File: src/inc/asc_map.svh
// Register offsets, field positions and reset values of the converter conditioner.
`ifndef ASC_MAP_SVH
`define ASC_MAP_SVH

// ----------------------------------------------------------------
// Register offsets
// ----------------------------------------------------------------
`define ASC_OFF_CTRL    8'h00
`define ASC_OFF_STATUS  8'h04
`define ASC_OFF_SETP    8'h08
`define ASC_OFF_RESULT  8'h0C
`define ASC_OFF_SETTLE  8'h10

// ----------------------------------------------------------------
// Field positions
// ----------------------------------------------------------------
`define ASC_CTRL_INIT   0
`define ASC_CTRL_DEACT  1
`define ASC_CTRL_READ   2
`define ASC_CTRL_RCHAN  3
`define ASC_CTRL_REVA   4
`define ASC_SETP_VAL_HI 15
`define ASC_SETP_SEL_HI 17
`define ASC_SETP_SEL_LO 16
`define ASC_SETP_CHAN   18

// ----------------------------------------------------------------
// Reset values, limits and bus codes
// ----------------------------------------------------------------
`define ASC_AVG_RST     8'h01
`define ASC_AVG_MAX     8'hFE
`define ASC_ZERO_RST    16'h0000
`define ASC_ZERO_MAX    16'hFFFE
`define ASC_MASK_RST    16'hFFFF
`define ASC_SETTLE_RST  16'h000A
`define ASC_RES_MAX     32'h0000_0FFF
`define ASC_RES_SAT     12'hFFF
`define ASC_STRB_FULL   4'hF
`define ASC_RESP_OKAY   2'h0
`define ASC_RESP_SLVERR 2'h2

`endif

File: src/inc/asc_pkg.sv
// Types shared by the converter conditioner modules.
package asc_pkg;

	// ----------------------------------------------------------------
	// Sequencer states, Gray coded along the read path
	// ----------------------------------------------------------------
	typedef enum logic [2:0] {
		ASC_IDLE   = 3'h0,
		ASC_SETTLE = 3'h1,
		ASC_CONV   = 3'h3,
		ASC_MASK   = 3'h2,
		ASC_ACCUM  = 3'h6,
		ASC_DIV    = 3'h7
	} asc_state_t;

	// ----------------------------------------------------------------
	// Set-parameters selector
	// ----------------------------------------------------------------
	typedef enum logic [1:0] {
		ASC_SEL_AVG   = 2'h0,
		ASC_SEL_ZERO  = 2'h1,
		ASC_SEL_NOISE = 2'h2
	} asc_sel_t;

endpackage

File: src/verilog/asc_axil.sv
// AXI4-Lite slave front end for the converter conditioner registers.
`timescale 1ns/1ns
`include "asc_map.svh"

module asc_axil #(
	parameter int ADDR_W = 8
) (
	input  wire logic              aclk,
	input  wire logic              aresetn,
	input  wire logic [ADDR_W-1:0] awaddr,
	input  wire logic              awvalid,
	output logic                   awready,
	input  wire logic [31:0]       wdata,
	input  wire logic [3:0]        wstrb,
	input  wire logic              wvalid,
	output logic                   wready,
	output logic [1:0]             bresp,
	output logic                   bvalid,
	input  wire logic              bready,
	input  wire logic [ADDR_W-1:0] araddr,
	input  wire logic              arvalid,
	output logic                   arready,
	output logic [31:0]            rdata,
	output logic [1:0]             rresp,
	output logic                   rvalid,
	input  wire logic              rready,
	output logic                   wr_en,
	output logic [ADDR_W-1:0]      wr_addr,
	output logic [31:0]            wr_data,
	input  wire logic              wr_ok,
	output logic [ADDR_W-1:0]      rd_addr,
	input  wire logic [31:0]       rd_data,
	input  wire logic              rd_ok
);

	logic              aw_full_q, aw_full_d, w_full_q, w_full_d;
	logic [ADDR_W-1:0] aw_addr_q, aw_addr_d;
	logic [31:0]       w_data_q, w_data_d, rdata_q, rdata_d;
	logic [3:0]        w_strb_q, w_strb_d;
	logic              bvalid_q, bvalid_d, rvalid_q, rvalid_d;
	logic [1:0]        bresp_q, bresp_d, rresp_q, rresp_d;
	logic              wr_fire;

	assign awready = !aw_full_q;
	assign wready  = !w_full_q;
	assign arready = !rvalid_q;
	assign bvalid  = bvalid_q;
	assign bresp   = bresp_q;
	assign rvalid  = rvalid_q;
	assign rresp   = rresp_q;
	assign rdata   = rdata_q;
	assign rd_addr = araddr;
	assign wr_fire = aw_full_q && w_full_q && !bvalid_q;
	// Partial writes are answered but ignored; every register is a whole command word.
	assign wr_en   = wr_fire && (w_strb_q == `ASC_STRB_FULL);
	assign wr_addr = aw_addr_q;
	assign wr_data = w_data_q;

	always_comb begin
		aw_full_d = aw_full_q;
		aw_addr_d = aw_addr_q;
		w_full_d  = w_full_q;
		w_data_d  = w_data_q;
		w_strb_d  = w_strb_q;
		bvalid_d  = bvalid_q;
		bresp_d   = bresp_q;
		rvalid_d  = rvalid_q;
		rdata_d   = rdata_q;
		rresp_d   = rresp_q;
		if (awvalid && !aw_full_q) begin
			aw_full_d = 1'b1;
			aw_addr_d = awaddr;
		end
		if (wvalid && !w_full_q) begin
			w_full_d = 1'b1;
			w_data_d = wdata;
			w_strb_d = wstrb;
		end
		if (wr_fire) begin
			aw_full_d = 1'b0;
			w_full_d  = 1'b0;
			bvalid_d  = 1'b1;
			bresp_d   = wr_ok ? `ASC_RESP_OKAY : `ASC_RESP_SLVERR;
		end else if (bvalid_q && bready) begin
			bvalid_d = 1'b0;
		end
		if (arvalid && !rvalid_q) begin
			rvalid_d = 1'b1;
			rdata_d  = rd_ok ? rd_data : 32'h0000_0000;
			rresp_d  = rd_ok ? `ASC_RESP_OKAY : `ASC_RESP_SLVERR;
		end else if (rvalid_q && rready) begin
			rvalid_d = 1'b0;
		end
	end

	always_ff @(posedge aclk) begin
		if (!aresetn) begin
			aw_full_q <= 1'b0;
			aw_addr_q <= '0;
			w_full_q  <= 1'b0;
			w_data_q  <= 32'h0000_0000;
			w_strb_q  <= 4'h0;
			bvalid_q  <= 1'b0;
			bresp_q   <= `ASC_RESP_OKAY;
			rvalid_q  <= 1'b0;
			rdata_q   <= 32'h0000_0000;
			rresp_q   <= `ASC_RESP_OKAY;
		end else begin
			aw_full_q <= aw_full_d;
			aw_addr_q <= aw_addr_d;
			w_full_q  <= w_full_d;
			w_data_q  <= w_data_d;
			w_strb_q  <= w_strb_d;
			bvalid_q  <= bvalid_d;
			bresp_q   <= bresp_d;
			rvalid_q  <= rvalid_d;
			rdata_q   <= rdata_d;
			rresp_q   <= rresp_d;
		end
	end

endmodule // asc_axil

File: src/verilog/asc_div.sv
// Iterative unsigned restoring divider, one quotient bit per clock.
`timescale 1ns/1ns

module asc_div #(
	parameter int NUM_W = 32,
	parameter int DEN_W = 8
) (
	input  wire logic             aclk,
	input  wire logic             aresetn,
	input  wire logic             start,
	input  wire logic [NUM_W-1:0] num,
	input  wire logic [DEN_W-1:0] den,
	output logic                  done,
	output logic [NUM_W-1:0]      quot
);

	localparam int CNT_W = $clog2(NUM_W) + 1;

	logic             busy_q, busy_d, done_q, done_d;
	logic [CNT_W-1:0] cnt_q, cnt_d;
	logic [DEN_W:0]   rem_q, rem_d, rem_s;
	logic [NUM_W-1:0] quo_q, quo_d;
	logic [DEN_W-1:0] den_q, den_d;

	assign done = done_q;
	assign quot = quo_q;

	always_comb begin
		busy_d = busy_q;
		done_d = 1'b0;
		cnt_d  = cnt_q;
		rem_d  = rem_q;
		quo_d  = quo_q;
		den_d  = den_q;
		rem_s  = {rem_q[DEN_W-1:0], quo_q[NUM_W-1]};
		if (start && !busy_q) begin
			busy_d = 1'b1;
			cnt_d  = CNT_W'(NUM_W);
			rem_d  = '0;
			quo_d  = num;
			den_d  = den;
		end else if (busy_q) begin
			// Truncating unsigned division: the remainder is simply dropped.
			if (rem_s >= {1'b0, den_q}) begin
				rem_d = rem_s - {1'b0, den_q};
				quo_d = {quo_q[NUM_W-2:0], 1'b1};
			end else begin
				rem_d = rem_s;
				quo_d = {quo_q[NUM_W-2:0], 1'b0};
			end
			cnt_d = cnt_q - CNT_W'(1);
			if (cnt_q == CNT_W'(1)) begin
				busy_d = 1'b0;
				done_d = 1'b1;
			end
		end
	end

	always_ff @(posedge aclk) begin
		if (!aresetn) begin
			busy_q <= 1'b0;
			done_q <= 1'b0;
			cnt_q  <= '0;
			rem_q  <= '0;
			quo_q  <= '0;
			den_q  <= '0;
		end else begin
			busy_q <= busy_d;
			done_q <= done_d;
			cnt_q  <= cnt_d;
			rem_q  <= rem_d;
			quo_q  <= quo_d;
			den_q  <= den_d;
		end
	end

endmodule // asc_div

File: src/verilog/asc_top.sv
// Converter sample conditioner: command registers, read sequencer and averaging.
`timescale 1ns/1ns
`include "asc_map.svh"

module asc_top #(
	parameter int ADDR_W = 8,
	parameter int DATA_W = 12,
	parameter int ACC_W  = 32,
	parameter int AVG_W  = 8,
	parameter int PAR_W  = 16
) (
	input  wire logic              aclk,
	input  wire logic              aresetn,
	input  wire logic [ADDR_W-1:0] s_axi_awaddr,
	input  wire logic              s_axi_awvalid,
	output logic                   s_axi_awready,
	input  wire logic [31:0]       s_axi_wdata,
	input  wire logic [3:0]        s_axi_wstrb,
	input  wire logic              s_axi_wvalid,
	output logic                   s_axi_wready,
	output logic [1:0]             s_axi_bresp,
	output logic                   s_axi_bvalid,
	input  wire logic              s_axi_bready,
	input  wire logic [ADDR_W-1:0] s_axi_araddr,
	input  wire logic              s_axi_arvalid,
	output logic                   s_axi_arready,
	output logic [31:0]            s_axi_rdata,
	output logic [1:0]             s_axi_rresp,
	output logic                   s_axi_rvalid,
	input  wire logic              s_axi_rready,
	output logic                   io_adc_sel,
	output logic                   adc_start,
	output logic                   adc_chan,
	input  wire logic              adc_done,
	input  wire logic [DATA_W-1:0] adc_data
);

	// ----------------------------------------------------------------
	// Bus front end and decode
	// ----------------------------------------------------------------
	logic              wr_en, wr_ok, rd_ok;
	logic [ADDR_W-1:0] wr_addr, rd_addr;
	logic [31:0]       wr_data, rd_data;
	logic              wr_ctrl, wr_setp, wr_settle;
	logic              cmd_init, cmd_deact, cmd_read;

	asc_axil #(.ADDR_W(ADDR_W)) u_axil (
		.aclk    (aclk),
		.aresetn (aresetn),
		.awaddr  (s_axi_awaddr),
		.awvalid (s_axi_awvalid),
		.awready (s_axi_awready),
		.wdata   (s_axi_wdata),
		.wstrb   (s_axi_wstrb),
		.wvalid  (s_axi_wvalid),
		.wready  (s_axi_wready),
		.bresp   (s_axi_bresp),
		.bvalid  (s_axi_bvalid),
		.bready  (s_axi_bready),
		.araddr  (s_axi_araddr),
		.arvalid (s_axi_arvalid),
		.arready (s_axi_arready),
		.rdata   (s_axi_rdata),
		.rresp   (s_axi_rresp),
		.rvalid  (s_axi_rvalid),
		.rready  (s_axi_rready),
		.wr_en   (wr_en),
		.wr_addr (wr_addr),
		.wr_data (wr_data),
		.wr_ok   (wr_ok),
		.rd_addr (rd_addr),
		.rd_data (rd_data),
		.rd_ok   (rd_ok)
	);

	assign wr_ok     = (wr_addr == `ASC_OFF_CTRL) || (wr_addr == `ASC_OFF_SETP) ||
	                   (wr_addr == `ASC_OFF_SETTLE);
	assign wr_ctrl   = wr_en && (wr_addr == `ASC_OFF_CTRL);
	assign wr_setp   = wr_en && (wr_addr == `ASC_OFF_SETP);
	assign wr_settle = wr_en && (wr_addr == `ASC_OFF_SETTLE);
	assign cmd_init  = wr_ctrl && wr_data[`ASC_CTRL_INIT];
	assign cmd_deact = wr_ctrl && wr_data[`ASC_CTRL_DEACT];
	assign cmd_read  = wr_ctrl && wr_data[`ASC_CTRL_READ];

	// ----------------------------------------------------------------
	// Configuration state
	// ----------------------------------------------------------------
	logic             init_q, init_d, rev_a_q, rev_a_d;
	logic [PAR_W-1:0] settle_q, settle_d;
	logic [AVG_W-1:0] avg_q [2];
	logic [AVG_W-1:0] avg_d [2];
	logic [PAR_W-1:0] zero_q [2];
	logic [PAR_W-1:0] zero_d [2];
	logic [PAR_W-1:0] mask_q [2];
	logic [PAR_W-1:0] mask_d [2];
	logic             setp_ch;
	logic [PAR_W-1:0] setp_val;
	asc_pkg::asc_sel_t setp_sel;
	asc_pkg::asc_state_t state_q, state_d;

	assign setp_ch  = wr_data[`ASC_SETP_CHAN];
	assign setp_val = wr_data[`ASC_SETP_VAL_HI:0];
	assign setp_sel = asc_pkg::asc_sel_t'(wr_data[`ASC_SETP_SEL_HI:`ASC_SETP_SEL_LO]);

	always_comb begin
		init_d   = init_q;
		rev_a_d  = rev_a_q;
		settle_d = settle_q;
		avg_d    = avg_q;
		zero_d   = zero_q;
		mask_d   = mask_q;
		if (wr_ctrl) begin
			rev_a_d = wr_data[`ASC_CTRL_REVA];
			if (cmd_deact) begin
				init_d = 1'b0;
			end else if (cmd_init) begin
				init_d = 1'b1;
			end
		end
		if (wr_settle) begin
			settle_d = wr_data[PAR_W-1:0];
		end
		// Set-parameters values never change under a running read, so a read sees one set of values.
		if (wr_setp && init_q && (state_q == asc_pkg::ASC_IDLE)) begin
			unique case (setp_sel)
				asc_pkg::ASC_SEL_AVG: begin
					if ((setp_val[PAR_W-1:AVG_W] == '0) && (setp_val[AVG_W-1:0] != '0) &&
					    (setp_val[AVG_W-1:0] <= `ASC_AVG_MAX)) begin
						avg_d[setp_ch] = setp_val[AVG_W-1:0];
					end
				end
				asc_pkg::ASC_SEL_ZERO: begin
					if (setp_val <= `ASC_ZERO_MAX) begin
						zero_d[setp_ch] = setp_val;
					end
				end
				asc_pkg::ASC_SEL_NOISE: mask_d[setp_ch] = setp_val;
				default: ;
			endcase
		end
	end

	always_ff @(posedge aclk) begin
		if (!aresetn) begin
			init_q   <= 1'b0;
			rev_a_q  <= 1'b0;
			settle_q <= `ASC_SETTLE_RST;
			for (int i = 0; i < 2; i++) begin
				avg_q[i]  <= `ASC_AVG_RST;
				zero_q[i] <= `ASC_ZERO_RST;
				mask_q[i] <= `ASC_MASK_RST;
			end
		end else begin
			init_q   <= init_d;
			rev_a_q  <= rev_a_d;
			settle_q <= settle_d;
			avg_q    <= avg_d;
			zero_q   <= zero_d;
			mask_q   <= mask_d;
		end
	end

	assign io_adc_sel = init_q;

	// ----------------------------------------------------------------
	// Read sequencer
	// ----------------------------------------------------------------
	logic             chan_q, chan_d, start_q, start_d, done_q, done_d;
	logic [ACC_W-1:0] acc_q, acc_d;
	logic [PAR_W-1:0] samp_q, samp_d, wait_q, wait_d, corr;
	logic [AVG_W-1:0] cnt_q, cnt_d;
	logic [DATA_W-1:0] result_q, result_d;
	logic             div_start, div_done;
	logic [ACC_W-1:0] div_quot;
	logic             rd_chan;

	assign rd_chan   = wr_data[`ASC_CTRL_RCHAN];
	assign corr      = (samp_q < zero_q[chan_q]) ? zero_q[chan_q] : samp_q - zero_q[chan_q];
	assign div_start = (state_q == asc_pkg::ASC_ACCUM) && ((cnt_q + 8'h01) >= avg_q[chan_q]);

	asc_div #(.NUM_W(ACC_W), .DEN_W(AVG_W)) u_div (
		.aclk    (aclk),
		.aresetn (aresetn),
		.start   (div_start),
		.num     (acc_d),
		.den     (avg_q[chan_q]),
		.done    (div_done),
		.quot    (div_quot)
	);

	always_comb begin
		state_d  = state_q;
		chan_d   = chan_q;
		start_d  = 1'b0;
		done_d   = done_q;
		acc_d    = acc_q;
		samp_d   = samp_q;
		wait_d   = wait_q;
		cnt_d    = cnt_q;
		result_d = result_q;
		unique case (state_q)
			asc_pkg::ASC_IDLE: begin
				if (cmd_read && init_q && !cmd_deact) begin
					acc_d  = '0;
					cnt_d  = '0;
					done_d = 1'b0;
					chan_d = rd_chan;
					if (rev_a_q && (rd_chan != chan_q) && (settle_q != '0)) begin
						wait_d  = settle_q;
						state_d = asc_pkg::ASC_SETTLE;
					end else begin
						start_d = 1'b1;
						state_d = asc_pkg::ASC_CONV;
					end
				end
			end
			asc_pkg::ASC_SETTLE: begin
				wait_d = wait_q - 16'h0001;
				if (wait_q == 16'h0001) begin
					start_d = 1'b1;
					state_d = asc_pkg::ASC_CONV;
				end
			end
			asc_pkg::ASC_CONV: begin
				if (adc_done) begin
					samp_d  = PAR_W'(adc_data);
					state_d = asc_pkg::ASC_MASK;
				end
			end
			asc_pkg::ASC_MASK: begin
				samp_d  = samp_q & mask_q[chan_q];
				state_d = asc_pkg::ASC_ACCUM;
			end
			asc_pkg::ASC_ACCUM: begin
				acc_d = acc_q + ACC_W'(corr);
				cnt_d = cnt_q + 8'h01;
				if (div_start) begin
					state_d = asc_pkg::ASC_DIV;
				end else begin
					start_d = 1'b1;
					state_d = asc_pkg::ASC_CONV;
				end
			end
			asc_pkg::ASC_DIV: begin
				if (div_done) begin
					// A large offset can push the mean past 12 bits; the answer saturates.
					result_d = (div_quot > `ASC_RES_MAX) ? `ASC_RES_SAT : div_quot[DATA_W-1:0];
					done_d   = 1'b1;
					state_d  = asc_pkg::ASC_IDLE;
				end
			end
			default: state_d = asc_pkg::ASC_IDLE;
		endcase
		if (!init_q && (state_q != asc_pkg::ASC_IDLE)) begin
			state_d = asc_pkg::ASC_IDLE;
			start_d = 1'b0;
		end
	end

	always_ff @(posedge aclk) begin
		if (!aresetn) begin
			state_q  <= asc_pkg::ASC_IDLE;
			chan_q   <= 1'b0;
			start_q  <= 1'b0;
			done_q   <= 1'b0;
			acc_q    <= '0;
			samp_q   <= '0;
			wait_q   <= '0;
			cnt_q    <= '0;
			result_q <= '0;
		end else begin
			state_q  <= state_d;
			chan_q   <= chan_d;
			start_q  <= start_d;
			done_q   <= done_d;
			acc_q    <= acc_d;
			samp_q   <= samp_d;
			wait_q   <= wait_d;
			cnt_q    <= cnt_d;
			result_q <= result_d;
		end
	end

	assign adc_start = start_q;
	assign adc_chan  = chan_q;

	// ----------------------------------------------------------------
	// Register read-back
	// ----------------------------------------------------------------
	always_comb begin
		rd_data = 32'h0000_0000;
		rd_ok   = 1'b1;
		unique case (rd_addr)
			`ASC_OFF_CTRL:   rd_data[`ASC_CTRL_REVA] = rev_a_q;
			`ASC_OFF_STATUS: rd_data[3:0] = {done_q, chan_q, (state_q != asc_pkg::ASC_IDLE),
			                                 init_q};
			`ASC_OFF_SETP:   rd_data = 32'h0000_0000;
			`ASC_OFF_RESULT: rd_data[DATA_W-1:0] = result_q;
			`ASC_OFF_SETTLE: rd_data[PAR_W-1:0] = settle_q;
			default:         rd_ok = 1'b0;
		endcase
	end
endmodule // asc_top

File: config.mk
export PLATFORM = sky130hd
export DESIGN_NAME = asc_top
export DESIGN_NICKNAME = d
export VERILOG_FILES = /design/src/inc/asc_pkg.sv /design/src/verilog/asc_axil.sv /design/src/verilog/asc_div.sv /design/src/verilog/asc_top.sv
export VERILOG_INCLUDE_DIRS = /design/src /design/src/inc
export SDC_FILE = /design/constraint.sdc
export NUM_CORES = 1
export LEC_CHECK = 0
export BUFFER_PORTS_ARGS = -buffer_cell sky130_fd_sc_hd__buf_2
export CAP_MARGIN = 20
export CELL_PAD_IN_SITES_DETAIL_PLACEMENT = 0
export CELL_PAD_IN_SITES_GLOBAL_PLACEMENT = 1
export CORE_MARGIN = 2
export CORE_UTILIZATION = 49
export CTS_CLUSTER_SIZE = 20
export DETAILED_ROUTE_END_ITERATION = 7
export GPL_ROUTABILITY_DRIVEN = 1
export PLACE_DENSITY = 0.87
export SYNTH_ARGS = -nofsm -noshare
export SYNTH_HDL_FRONTEND = slang
export SYNTH_SLANG_ARGS = --single-unit
File: constraint.sdc
create_clock -name aclk -period 9.9 [get_ports aclk]
set_clock_uncertainty 0.1 [all_clocks]
set_input_delay 1.485 -clock aclk [delete_from_list [all_inputs] [get_ports aclk]]
set_output_delay 1.485 -clock aclk [all_outputs]
set_load 0.005 [all_outputs]
### Word level (Yosys, flattened, before mapping)

Index checks and enable logic that the tools add are counted.

| storage, ports and cells | value |
|---|---|
| register bits after elaboration | 315 |
| input port bits | 72 |

| cells by class | value |
|---|---|
| $add $sub $neg | 6 |
| order comparisons | 9 |
| eq/ne operators | 22 |
| muxes and demuxes | 66 |
| bitwise logic cells | 5 |
| reduce and logical (&&, ||, !) cells | 67 |

Operators with widths:

| kind | number |
|---|---|
| 2-to-1 mux 16 bit | 12 |
| 2-to-1 mux 32 bit | 3 |
| bitwise mux 32 bit | 2 |
| one-hot mux 16 bit (2 select lines) | 2 |
| one-hot mux 32 bit (2 select lines) | 1 |
| 2-to-1 mux 8 bit | 6 |
| adder 32 x 16 -> 32 bit | 1 |
| greater-than comparator 32 x 12 -> 1 bit (second input constant) | 1 |
| logical AND 1 bit | 26 |
| equality test 8 x 4 -> 1 bit (second input constant) | 3 |
| logical NOT 8 bit | 3 |
| 2-to-1 mux 1 bit | 18 |
| one-hot mux 3 bit (6 select lines) | 1 |
| AND 16 bit | 1 |
| bitwise mux 16 bit | 1 |
| demux 16 bit (select 1 bit) | 1 |
| equality test 16 x 1 -> 1 bit (second input constant) | 1 |
| equality test 8 x 5 -> 1 bit (second input constant) | 2 |
| <= comparator 16 bit (second input constant) | 1 |
| less-than comparator 16 bit | 1 |
| one-hot mux 8 bit (2 select lines) | 1 |
| nonzero test 16 bit | 1 |
| nonzero test 2 bit | 8 |
| subtractor 16 x 1 -> 16 bit (second input constant) | 1 |
| 44 further kinds | 77 |

### Depth between registers and ports, before layout

| logic depth | value |
|---|---|
| depth after elaboration | 10 |
| gate-level depth with buffers | 24 |

### Modules after synthesis

Synthesis repeated with hierarchy kept, for this count alone.

| unflattened totals | value |
|---|---|
| cells, all modules | 2105 |
| area, all modules | 17305.3 µm² |

Modules (own cells, without submodules):

| module | instances | cells each | area each (µm²) | seq. area each (µm²) |
|---|---|---|---|---|
| asc_top | 1 | 1400 | 11054.4 | 3763.6 |
| asc_axil | 1 | 367 | 3372.0 | 1641.6 |
| asc_div | 1 | 338 | 2879.0 | 1121.1 |

### Worst setup path after synthesis

No wires, ideal clock.

| timing path | value |
|---|---|
| path kind | reg-to-reg |
| from | register chan_q (netlist: adc_chan) |
| to | register acc_q[28] |
| setup time | 0.119 ns |
| arrival time | 5.711 ns |
| required time | 9.681 ns |
| slack | 3.970 ns |
| stages on the path, launching flop included | 25 |
| cells stage by stage | dfxtp_1 -> clkbuf_1 -> clkbuf_1 -> mux2i_1 -> inv_1 -> fa_1 -> nor2b_1 -> o31a_1 -> o21ai_1 -> o21a_1 -> o21ai_1 -> nand3_1 -> nand2_1 -> mux2_2 -> ha_1 -> fa_1 -> and3_1 -> o311a_1 -> o21ai_1 -> a21oi_1 -> or2_2 -> clkbuf_1 -> nand4_1 -> nor2_1 -> o221a_2 |

| between the ends | value |
|---|---|
| word-level cells in the longest chain between the ends | 8 |
| elaborated cells between the ends (all ways) | 9 |

Ends and longest elaborated chain:

| what | line | RTL |
|---|---|---|
| start, declared | asc_top.sv:168 | `logic chan_q, chan_d, start_q, start_d, done_q, done_d;` |
| start signal, assigned | asc_top.sv:273 | `chan_q <= chan_d;` |
| NOT 1 -> 2 bit (implied by the code) (*) | asc_top.sv:178 | `assign corr = (samp_q < zero_q[chan_q]) ? zero_q[chan_q] : samp_q - zero_q[chan_q];` |
| 2-to-1 mux 16 bit (implied by the code) (*) (3 in a row) | asc_top.sv:178 |  |
| subtractor 16 bit / less-than comparator 16 bit (equally long branches) | asc_top.sv:178 |  |
| 2-to-1 mux 16 bit (*) | asc_top.sv:178 |  |
| adder 32 x 16 -> 32 bit (*) | asc_top.sv:235 | `acc_d = acc_q + ACC_W'(corr);` |
| one-hot mux 32 bit (2 select lines) (*) | asc_top.sv:201 | `unique case (state_q)` |
| end signal, assigned | asc_top.sv:266 | `acc_q <= '0;` |
| end signal, assigned | asc_top.sv:276 | `acc_q <= acc_d;` |
| end, declared | asc_top.sv:169 | `logic [ACC_W-1:0] acc_q, acc_d;` |

Every way passes the cells marked *; elsewhere a longest branch is shown, timed or not. The select of a mux whose other input is x is not followed.
A chain may end at the register's enable or synchronous reset.

### Worst setup path in the final report

| timing path | value |
|---|---|
| from | register chan_q (netlist: adc_chan) |
| to | register u_div.quo_q[26] (netlist: u_div.quot[26]) |

| between the ends | value |
|---|---|
| word-level cells in the longest chain between the ends | 9 |
| elaborated cells between the ends (all ways) | 17 |

Ends and longest elaborated chain:

| what | line | RTL |
|---|---|---|
| NOT 1 -> 2 bit (implied by the code) (*) | asc_top.sv:178, asc_top.sv:179 |  |
| 2-to-1 mux 16 bit (implied by the code) (3 in a row) | asc_top.sv:178 |  |
| subtractor 16 bit / less-than comparator 16 bit (equally long branches) | asc_top.sv:178 |  |
| 2-to-1 mux 16 bit | asc_top.sv:178 |  |
| adder 32 x 16 -> 32 bit | asc_top.sv:235 |  |
| one-hot mux 32 bit (2 select lines) | asc_top.sv:201 |  |
| 2-to-1 mux 32 bit | asc_div.sv:36 | `if (start && !busy_q) begin` |
| end signal, assigned | asc_div.sv:72 | `quo_q <= quo_d;` |
| end, declared | asc_div.sv:22 | `logic [NUM_W-1:0] quo_q, quo_d;` |

Marks and branches as above.

==> impl_metrics.json <==
{
  "core_um2": 29800,
  "final_common_cell": "nand2_1",
  "first_pass_iters": 5,
  "syn_to_final_growth_pct": 10.1,
  "synth_edf_count": 0,
  "layout_common_cells": "nand2_1, dfxtp_1, nor2_1, a21oi_1, mux2i_1",
  "cts.path.max_buffers": 3,
  "root_buffer": "clkbuf_16",
  "cts_hold_buf": 0,
  "syn_avg_cell_area_um2": 8.08,
  "drt_iter0_markers": 889,
  "pin_count": 116,
  "rsz0062_at_grt": "false",
  "worstSetupPathType": "flip-flop to flip-flop",
  "power.density_nw_per_um2": 153,
  "worst_slew_pin_slew_ps": 1170,
  "cts_buffers": 34,
  "cts_sinks": 297,
  "ctsResizeCount": 0,
  "hold_path.startpoint": "u_axil.rdata[14]$_SDFFE_PN0P_",
  "place_congestion": 0.863,
  "grt_usage": 0.245,
  "outcome": "complete, no violations",
  "cts_tree": "done",
  "final-setup-viol-count": 0,
  "grt_pass1_wl_mm": 62.8,
  "hp-class": "flip-flop to flip-flop",
  "reg2reg_from": "adc_chan$_SDFFE_PN0P_",
  "vias": 12900,
  "drive_gt1_frac": 0.0963,
  "slew_headroom": 0.214,
  "yosysSeqAreaShare": 0.399,
  "cp-start-kind": "flip-flop",
  "yosys_warnings": 0,
  "cp-end-kind": "flip-flop",
  "p_leak_uw": 0.00676,
  "dpl_cell_area_um2": 15400,
  "initial_core_util": 0.500,
  "wl_per_cell_um": 17.3,
  "required_ps": 10200,
  "synthCells": 1846,
  "ys_ff_latch": 297,
  "htreeDepth": 2,
  "ir_drop_mv": 0.137,
  "dpl.hpwl_mm": 26.6,
  "clock_latency_ps": 510,
  "post-cts-setup-buffer-count": 0,
  "die_h_um": 178,
  "synth_area_um2": 14900,
  "path_clk_slew_ps": 60,
  "viasPerCell": 5.70,
  "startpoint": "adc_chan$_SDFFE_PN0P_",
  "post-route-drc-count": 0,
  "ys.flop_type": "dfxtp_1",
  "maxSlewViolCount": 0,
  "fill_cells": 2836,
  "fin_nets": 1986,
  "ant_nets": 0,
  "synth.distinct_cells": 73,
  "worstPathMaxFanout": 33,
  "dieArea_um2": 31800,
  "period_needed_ps": 7430,
  "hold_viol": 0,
  "portBuffers": 84,
  "wl_mm": 39.2,
  "fin_area_um2": 16400,
  "fmax_ghz": 0.135,
  "fin_crit_sh": 0.751,
  "die_x_um": 178,
  "fin_tns_setup_ps": 0,
  "grt_pass1_vias": 12000,
  "diodes": 0,
  "grt_max_degree": 103,
  "grt_remaining_overflow": 0,
  "critPathArrivalTime_ps": 7730,
  "synthArstFlopShare": 0,
  "rows": 63,
  "antenna_found_initial": 0,
  "drv_cap": 0,
  "holdWs_ps": 349
}
[where the power goes]
| part | internal (µW) | switching (µW) | total [µW] | leakage, µW |
|---|---|---|---|---|
| clock network | 700 | 504 | 1200 | 0.000524 |
| registers | 1210 | 21.6 | 1230 | 0.00240 |
| logic | 26.4 | 48.4 | 74.9 | 0.00384 |
| total | 1930 | 574 | 2510 | 0.00676 |
[cells in the mapped netlist, types with 9 or more instances]
cell type / n / area [µm²]
nand4_1: 14 / 87.6
inv_1: 29 / 109
a211oi_1: 20 / 150
o21ai_0: 70 / 350
nor3_1: 30 / 150
buf_1: 9 / 33.8
nand2_1: 330 / 1240
a22oi_1: 16 / 120
o221a_2: 13 / 146
buf_2: 17 / 85.1
a31oi_1: 14 / 87.6
nand3_1: 86 / 430
and3_1: 24 / 150
nor4_1: 19 / 119
clkbuf_1: 91 / 342
or3_1: 9 / 56.3
a21oi_1: 161 / 806
mux2i_1: 108 / 1080
ha_1: 55 / 688
nand2b_1: 18 / 113
dfxtp_1: 297 / 5950
buf_4: 20 / 150
o211ai_1: 11 / 82.6
and2_1: 16 / 100
xor2_1: 26 / 228
nor2b_1: 13 / 81.3
a21o_1: 19 / 143
nor2_1: 178 / 668
xnor2_1: 22 / 193
[metrics by stage]
step | utilization | setup slack, ps | std cells | total power, µW
after floorplan | - | 3970 | 1863 | 1300
after global routing | 0.551 | 2080 | 2270 | 2590
after CTS | 0.551 | 2490 | 2269 | 2520
final | 0.551 | 2470 | 2270 | 2510
after detailed placement | 0.515 | 2530 | 2209 | 1330
after global placement | 0.515 | 2590 | 2209 | 1330
[registers in the layout, indices dropped and copies added (netlist names), 12 cells and up]
name            flops
acc_q              32
mask_q             32
u_div.quot         32
zero_q             32
u_axil.wr_data     19
avg_q              16
samp_q             16
settle_q           16
u_axil.rdata       16
wait_q             16
result_q           12
[final timing paths]
kind / end / slack [ps] / depth (start not counted)
hold / removal: u_axil.rdata[14]$_SDFFE_PN0P_ / 350 / 2
setup / recovery: u_div.quot[26]$_SDFFE_PN0P_ / 2470 / 22
hold reg to reg: u_axil.rdata[14]$_SDFFE_PN0P_ / 350 / 2
setup reg to reg: u_div.quot[26]$_SDFFE_PN0P_ / 2470 / 22
[logic make-up (layout without fill, tap and decap cells)]
family / Yosys count / in the layout / share of synthesized area
XOR/XNOR: 48 / 48 / 0.0282
flip-flops: 297 / 297 / 0.399
multiplexers: 112 / 112 / 0.0755
AO/OA/AOI/OAI: 396 / 396 / 0.167
adder cells (fa/ha/maj): 58 / 58 / 0.0502
other: 1 / 18 / 0.000252
AND/OR/NAND/NOR: 764 / 764 / 0.230
buffers and inverters: 170 / 187 / 0.0504
[layout make-up]
class	instances	area, µm²	area share
multi-input combinational	1396	8290	0.505
sequential	297	5950	0.362
clock buffer	45	943	0.0575
timing repair buffer	97	520	0.0317
tap	390	488	0.0297
inverter	30	118	0.00716
clock inverter	15	116	0.00709
[worst max-delay path, stage by stage (launching register included)]
cell	delay [ps]
dfxtp_2	550
buf_4	580
mux2_2	420
ha_1	220
fa_1	410
nor2b_1	160
o31a_1	190
o21ai_1	130
o21a_1	230
o21ai_1	310
nand3_1	300
nand2_1	620
mux2_2	420
ha_1	210
fa_1	400
and3_1	210
o311a_1	350
o21ai_1	310
a21oi_1	160
o21ai_0	510
or4_1	220
nand3_1	90
a22o_1	210
[layer usage]
metal	track usage	wire length, µm	vias to the layer above
li1	-	-	6454
met1	0.339	18100	6104
met2	0.397	17800	332
met3	0.0390	2410	55
met4	0.0627	877	0
met5	0	0	-
Note: power is estimated with default switching activity, not from simulation.
